--- config.mk ---
export PLATFORM = sky130hd
export DESIGN_NAME = bmg_top
export DESIGN_NICKNAME = d
export VERILOG_FILES = /design/src/logic/bmg_pkg.sv /design/src/logic/bmg_sync.sv /design/src/logic/bmg_top.sv
export VERILOG_INCLUDE_DIRS = /design/src /design/src/logic
export SDC_FILE = /design/constraint.sdc
export NUM_CORES = 1
export LEC_CHECK = 0
export BUFFER_PORTS_ARGS = -buffer_cell sky130_fd_sc_hd__buf_2
export CORE_UTILIZATION = 45
export DETAILED_ROUTE_END_ITERATION = 6
export GPL_ROUTABILITY_DRIVEN = 0
export GPL_TIMING_DRIVEN = 0
export HOLD_SLACK_MARGIN = 0.06
export SYNTH_ARGS = -nofsm -noshare
export SYNTH_HDL_FRONTEND = slang
export SYNTH_HIERARCHICAL = 1
export SYNTH_SLANG_ARGS = --single-unit
--- constraint.sdc ---
create_clock -name i_clk -period 5.4 [get_ports i_clk]
set_clock_uncertainty 0.05 [all_clocks]
set_input_delay 0.27 -clock i_clk [delete_from_list [all_inputs] [get_ports i_clk]]
set_output_delay 0.27 -clock i_clk [all_outputs]
set_load 0.03 [all_outputs]
--- src/logic/bmg_cfg.svh ---
`ifndef BMG_CFG_SVH
`define BMG_CFG_SVH
// Clock rate in Hz; one cycle is 50 ns.
`define BMG_CLK_HZ        20000000
// Internal timebase tick rate in Hz.
`define BMG_TICK_HZ       10240
`define BMG_TICK_DIV      (`BMG_CLK_HZ / `BMG_TICK_HZ)
// Watchdog periods in timebase ticks: 100 ms and 1.6 s at 10.24 kHz.
`define BMG_SHORT_MS      100
`define BMG_LONG_MS       1600
`define BMG_SHORT_TICKS   (`BMG_SHORT_MS * `BMG_TICK_HZ / 1000)
`define BMG_LONG_TICKS    (`BMG_LONG_MS * `BMG_TICK_HZ / 1000)
// Watchdog periods in external timebase edges.
`define BMG_EXT_SHORT     1024
`define BMG_EXT_LONG      4096
`define BMG_CNT_W         16
`endif

--- src/logic/bmg_pkg.sv ---
package bmg_pkg;
  typedef logic [15:0] bmg_cnt_t;
  typedef enum logic [1:0] {
    BMG_LONG_WAIT  = 2'b00,
    BMG_SHORT_RUN  = 2'b01,
    BMG_EXPIRED    = 2'b11
  } bmg_wd_state_t;
endpackage

--- src/logic/bmg_sync.sv ---
`timescale 1ns/1ps
module bmg_sync #(
  parameter int W = 1
) (
  input  wire logic         i_clk,
  input  wire logic         i_reset,
  input  wire logic [W-1:0] i_async,
  output logic      [W-1:0] o_sync
);
  logic [W-1:0] meta_q;
  always_ff @(posedge i_clk or posedge i_reset) begin
    if (i_reset) begin
      meta_q <= '0;
      o_sync <= '0;
    end else begin
      meta_q <= i_async;
      o_sync <= meta_q;
    end
  end
endmodule

--- src/logic/bmg_top.sv ---
`timescale 1ns/1ps
`include "bmg_cfg.svh"
// Contract
// RULE1 - The warning output is low while the sensed supply is below the reference and high otherwise.
// RULE2 - The comparison is noninverting, above the reference gives high warning output.
// RULE3 - In backup mode the comparison is ignored and the warning output is held low.
// RULE4 - In backup mode the high reset output is high and the low reset output is low.
// RULE5 - In backup mode the timeout flag and on-battery outputs are held high.
// RULE6 - In backup mode kick transitions have no effect on the watchdog.
// RULE7 - In backup mode the chip-select input affects no output.
// RULE8 - In backup mode the gated chip-select output is forced high.
// RULE9 - A floating kick input disables the watchdog and no timeout resets occur.
// RULE10 - Timebase select low uses the external timebase, high uses the internal oscillator.
// RULE11 - With the internal oscillator the timeout is 100 ms or 1.6 s chosen by the timebase input; code uses 1.6 s until a kick follows reset or expiry.
// RULE12 - In backup mode the low-supply status output is held low.
// RULE13 - In backup mode timebase and timebase-select inputs are ignored.
// RULE14 - Backup mode is entered when the main supply is below the battery.
// RULE15 - The timeout flag goes low on expiry and returns high on the next kick transition.
module bmg_top (
  input  wire logic i_clk,
  input  wire logic i_reset,
  input  wire logic i_supply_sense_in,
  input  wire logic i_main_below_batt,
  input  wire logic i_supply_low,
  input  wire logic i_reset_req,
  input  wire logic i_watchdog_kick_in,
  input  wire logic i_kick_floating,
  input  wire logic i_cs_n,
  input  wire logic i_timebase_select,
  input  wire logic i_timebase_in,
  output logic      o_early_warning_n,
  output logic      o_reset,
  output logic      o_reset_n,
  output logic      o_low_supply_n,
  output logic      o_timeout_flag_n,
  output logic      o_on_battery,
  output logic      o_cs_n,
  output logic      o_wd_reset
);
  import bmg_pkg::*;

  // Pins are asynchronous, so every one passes two flip-flops first.
  logic [9:0] pin_s;
  bmg_sync #(.W(10)) u_sync (
    .i_clk   (i_clk),
    .i_reset (i_reset),
    .i_async ({
      i_supply_sense_in,
      i_main_below_batt,
      i_supply_low,
      i_reset_req,
      i_watchdog_kick_in,
      i_kick_floating,
      i_cs_n,
      i_timebase_select,
      i_timebase_in,
      1'b0
    }),
    .o_sync  (pin_s)
  );

  wire sense_above = pin_s[9];
  wire backup      = pin_s[8];                                 // RULE14
  wire low_supply  = pin_s[7];
  wire rst_req     = pin_s[6];
  wire kick        = pin_s[5];
  wire kick_float  = pin_s[4];
  wire cs_in_n     = pin_s[3];
  wire tb_sel      = pin_s[2];
  wire tb_in       = pin_s[1];

  logic          kick_q;
  logic          tb_q;
  logic [15:0]   div_q;
  bmg_cnt_t      cnt_q;
  bmg_wd_state_t st_q;
  logic          wd_pulse_q;

  // Backup stops the watchdog and clears its count, so kick, timebase and select do nothing.
  wire wd_live   = ~backup & ~rst_req;                         // RULE6 RULE13
  wire kick_edge = wd_live & (kick ^ kick_q);                  // RULE6
  wire div_done  = (div_q == 16'(`BMG_TICK_DIV - 1));
  wire ext_edge  = tb_in & ~tb_q;
  // Select low means external timebase edges clock the timer.
  wire tick      = tb_sel ? div_done : ext_edge;               // RULE10
  // A kick input that floats disables the watchdog entirely.
  wire wd_off    = kick_float;                                 // RULE9

  function automatic bmg_cnt_t wd_limit(input logic long_p, input logic sel, input logic tin);
    if (!sel)
      wd_limit = long_p ? 16'(`BMG_EXT_LONG) : 16'(`BMG_EXT_SHORT);
    else if (long_p || tin)
      wd_limit = 16'(`BMG_LONG_TICKS);                         // RULE11
    else
      wd_limit = 16'(`BMG_SHORT_TICKS);                        // RULE11
  endfunction

  // The period after any watchdog reset is the long one, so firmware has time to start again.
  wire bmg_cnt_t limit  = wd_limit(st_q != BMG_SHORT_RUN, tb_sel, tb_in);
  wire           expire = wd_live & ~wd_off & tick & (cnt_q >= limit - 16'h0001);

  always_ff @(posedge i_clk or posedge i_reset) begin
    if (i_reset) begin
      kick_q <= 1'b0;
    end else begin
      kick_q <= kick;
    end
  end

  always_ff @(posedge i_clk or posedge i_reset) begin
    if (i_reset) begin
      tb_q <= 1'b0;
    end else begin
      tb_q <= tb_in;
    end
  end

  always_ff @(posedge i_clk or posedge i_reset) begin
    if (i_reset) begin
      div_q <= 16'h0000;
    end else begin
      div_q <= div_done ? 16'h0000 : div_q + 16'h0001;
    end
  end

  always_ff @(posedge i_clk or posedge i_reset) begin
    if (i_reset) begin
      cnt_q      <= 16'h0000;
      st_q       <= BMG_LONG_WAIT;
      wd_pulse_q <= 1'b0;
    end else begin
      wd_pulse_q <= expire;
      if (!wd_live || wd_off) begin
        cnt_q <= 16'h0000;
        if (rst_req)
          st_q <= BMG_LONG_WAIT;
      end else if (kick_edge) begin
        cnt_q <= 16'h0000;
        st_q  <= BMG_SHORT_RUN;                                // RULE15
      end else if (expire) begin
        cnt_q <= 16'h0000;
        st_q  <= BMG_EXPIRED;                                  // RULE15
      end else if (tick) begin
        cnt_q <= cnt_q + 16'h0001;
      end
    end
  end

  // Outputs are registered; the backup forcing sits in the next-value terms.
  wire warn_d = backup ? 1'b0 : sense_above;                   // RULE1 RULE2 RULE3
  wire rst_d  = backup | rst_req | expire;                     // RULE4
  wire low_d  = backup ? 1'b0 : ~low_supply;                   // RULE12
  wire to_d   = backup | (st_q != BMG_EXPIRED) | kick_edge;    // RULE5 RULE15
  wire cs_d   = backup | rst_req | cs_in_n;                    // RULE7 RULE8

  // Each output has a flop of its own, so no pin can glitch while the inputs settle.
  always_ff @(posedge i_clk or posedge i_reset) begin
    if (i_reset) begin
      o_early_warning_n <= 1'b0;
    end else begin
      o_early_warning_n <= warn_d;
    end
  end

  always_ff @(posedge i_clk or posedge i_reset) begin
    if (i_reset) begin
      o_reset <= 1'b1;
    end else begin
      o_reset <= rst_d;
    end
  end

  always_ff @(posedge i_clk or posedge i_reset) begin
    if (i_reset) begin
      o_reset_n <= 1'b0;
    end else begin
      o_reset_n <= ~rst_d;
    end
  end

  always_ff @(posedge i_clk or posedge i_reset) begin
    if (i_reset) begin
      o_low_supply_n <= 1'b0;
    end else begin
      o_low_supply_n <= low_d;
    end
  end

  always_ff @(posedge i_clk or posedge i_reset) begin
    if (i_reset) begin
      o_timeout_flag_n <= 1'b1;
    end else begin
      o_timeout_flag_n <= to_d;
    end
  end

  always_ff @(posedge i_clk or posedge i_reset) begin
    if (i_reset) begin
      o_on_battery <= 1'b0;
    end else begin
      o_on_battery <= backup;                                  // RULE5
    end
  end

  always_ff @(posedge i_clk or posedge i_reset) begin
    if (i_reset) begin
      o_cs_n <= 1'b1;
    end else begin
      o_cs_n <= cs_d;
    end
  end

  always_ff @(posedge i_clk or posedge i_reset) begin
    if (i_reset) begin
      o_wd_reset <= 1'b0;
    end else begin
      o_wd_reset <= wd_pulse_q;
    end
  end
endmodule

==> metrics <==
status=complete, no violations; r2r startpoint=st_q[1]; gr usage total=18.1%; post-CTS sizing=0; antenna-violating nets left=0; Post-Synthesis Cells=232; drc violations=0; H-tree levels=3; post-route insts no fill=349; drt via density=5.24; io pins=19; Synth Area per Inst=11.8 µm²; CP Capture Type=register; endpoints failing setup=0; antenna diode instance count=0; clock slew at reported path FFs=0.07 ns; period utilisation layout=55.1%; RSZ-0062 raised after global routing=false; worst r2r dst=cnt_q[10]; wire per inst=13.6 µm; Starting Density=48.0%; Crit Path Max Fanout=10; P_sw=216 µW; cell area after synthesis=0.00273 mm²; chip height=79.8 µm; worst hold endpoint=u_sync/o_sync[2]; Fillers=472; vias in the first global route=1,861; Port Buffers=18; via count=1,830; P_int=820 µW; R2R setup slack=2.43 ns; Fin. Hold Viols=0; post-CTS setup buffer count=0; initial antenna violation count=0; first-pass GRT wire length=8.56 mm; hold path depth=0; grt ovf=0; Reg2Reg Depth=11; TritonRoute pass-1 iters=4; share of layout cells above drive strength 1=18.1%; Worst VDD drop=0.206 mV; DR iter-0 viols=73; Clk Latency, worst-skew pair=0.34 ns; Hold Path Class=register to register; slew margin rel.=57.9%; total CTS buffers=9; clk sinks=63; WL final=4.75 mm; root buf cell=clkbuf_8; CTS tree=yes; Inst Count DP=323; die area=0.00637 mm²; power share of the combinational group=4.2%; clk buf depth=2; crit path time final=2.97 ns; max-slew violations=0; Syn-to-layout area delta=20.1%; synth warn=6; Worst setup SP type=register; WS Path Type=register to register; row cnt=27; Nets=291; MaxCap Viol Count=0; sequential share of power=47.1%; Post-DP HPWL=3.14 mm; Switching Share=20.8%; Syn Nets=251; Clk pwr share=48.7%; Final TNS setup=0 ns; worst slew pin tran=0.631 ns; CP Data Required Time=5.58 ns; WP data arrival=3.15 ns; chip width=79.8 µm; largest net degree at the start of global routing=37; register area=0.00158 mm²; Power Dens Cells=316 mW/mm²; Core ar.=0.00568 mm²; hold wc startpoint=u_sync/meta_q[2]; Leakage=1.52 nW; Multi-input gate area=0.00107 mm²; fmax=0.336 GHz
==> critical path, stage by stage, from the launching register on <==
cell and delay (ns):
dfrtp_1 0.40, nand2b_1 0.16, a21oi_1 0.25, inv_1 0.08, ha_1 0.29, ha_1 0.30, nand4_1 0.10, or4_1 0.54
nand3_2 0.22, buf_6 0.17, o21ai_1 0.06, a22o_1 0.24
==> power by group through the flow <==
stage | clock (mW) | sequential (mW) | combinational (mW)
3_5_place_dp | 0 | 0.497 | 0.0390
6_report | 0.504 | 0.488 | 0.0437
5_1_grt | 0.540 | 0.489 | 0.0495
4_1_cts | 0.520 | 0.488 | 0.0447
2_1_floorplan | 0 | 0.500 | 0.0206
3_3_place_gp | 0 | 0.496 | 0.0367
==> cell type report <==
cell class	count	share of cell area (%)
Sequential cell	63	48.3
Multi-Input combinational cell	154	32.8
Timing Repair Buffer	29	6.42
Clock buffer	11	4.32
Clock inverter	5	3.25
Tap cell	72	2.75
Inverter	11	1.26
Buffer	4	0.917
==> through the flow <==
stage	worst slack (ns)	util, %	instance area (µm²)	hold slack [ns]	power [mW]
detailed placement	2.44	51.6	2930	0.176	0.536
global route	2.18	57.7	3270	0.311	1.08
CTS	2.42	57.7	3270	0.303	1.05
floorplan	2.77	-	2730	0.159	0.521
finish	2.43	57.7	3270	0.300	1.04
global placement	2.45	51.2	2910	0.284	0.533
==> how the worst max path moves through the flow <==
stage | startpoint | end | slack (ns) | cells after the start
2_1_floorplan | st_q[1] | cnt_q[10] | 2.77 | 11
3_3_place_gp | st_q[1] | cnt_q[10] | 2.45 | 11
3_5_place_dp | st_q[1] | cnt_q[3] | 2.44 | 11
4_1_cts | st_q[1] | cnt_q[10] | 2.42 | 11
5_1_grt | st_q[1] | cnt_q[3] | 2.18 | 11
6_report | st_q[1] | cnt_q[10] | 2.43 | 11
==> per-layer routing <==
layer | wire [µm] | part of all wire [%] | track usage, % | up-vias
met4 | 90 | 1.9 | 9.64 | 0
li1 | - | - | - | 903
met1 | 2310 | 49 | 22.9 | 904
met2 | 2270 | 48 | 28.7 | 16
met3 | 77 | 1.6 | 4.11 | 7
met5 | 0 | 0 | 0 | -
==> timing repair <==
action | 4_1_cts | 5_1_grt
setup endpoints to repair | 0 | 0
endpoints found under the hold margin | 36 | 0
hold buffers | 10 | 0
==> flip-flops by register name, summed over array words and instances (netlist names) <==
signal             flops
o_low_supply_n         1
kick_q                 1
u_sync/meta_q          9
o_cs_n                 1
tb_q                   1
o_early_warning_n      1
wd_pulse_q             1
div_q                 16
o_reset                1
o_on_battery           1
u_sync/o_sync          9
o_timeout_flag_n       1
cnt_q                 16
st_q                   2
o_wd_reset             1
o_reset_n              1
==> layout by cell type, fill, tap and decap left out, drive strengths merged, types with 2 or more instances in the layout <==
cell / n
a22o: 9
and4: 5
nor2b: 9
nor3: 2
o21ai: 14
nor4: 3
nand3: 13
o21a: 2
ha: 8
buf: 21
xnor2: 9
a21oi: 6
nor2: 15
clkbuf: 13
dfrtp: 60
dfstp: 3
nand2b: 4
and3: 13
inv: 11
or4: 2
nand4: 4
bufinv: 3
xor2: 4
dlygate4sd3: 10
nand2: 11
and2: 5
(Power assumes the default switching activity.)
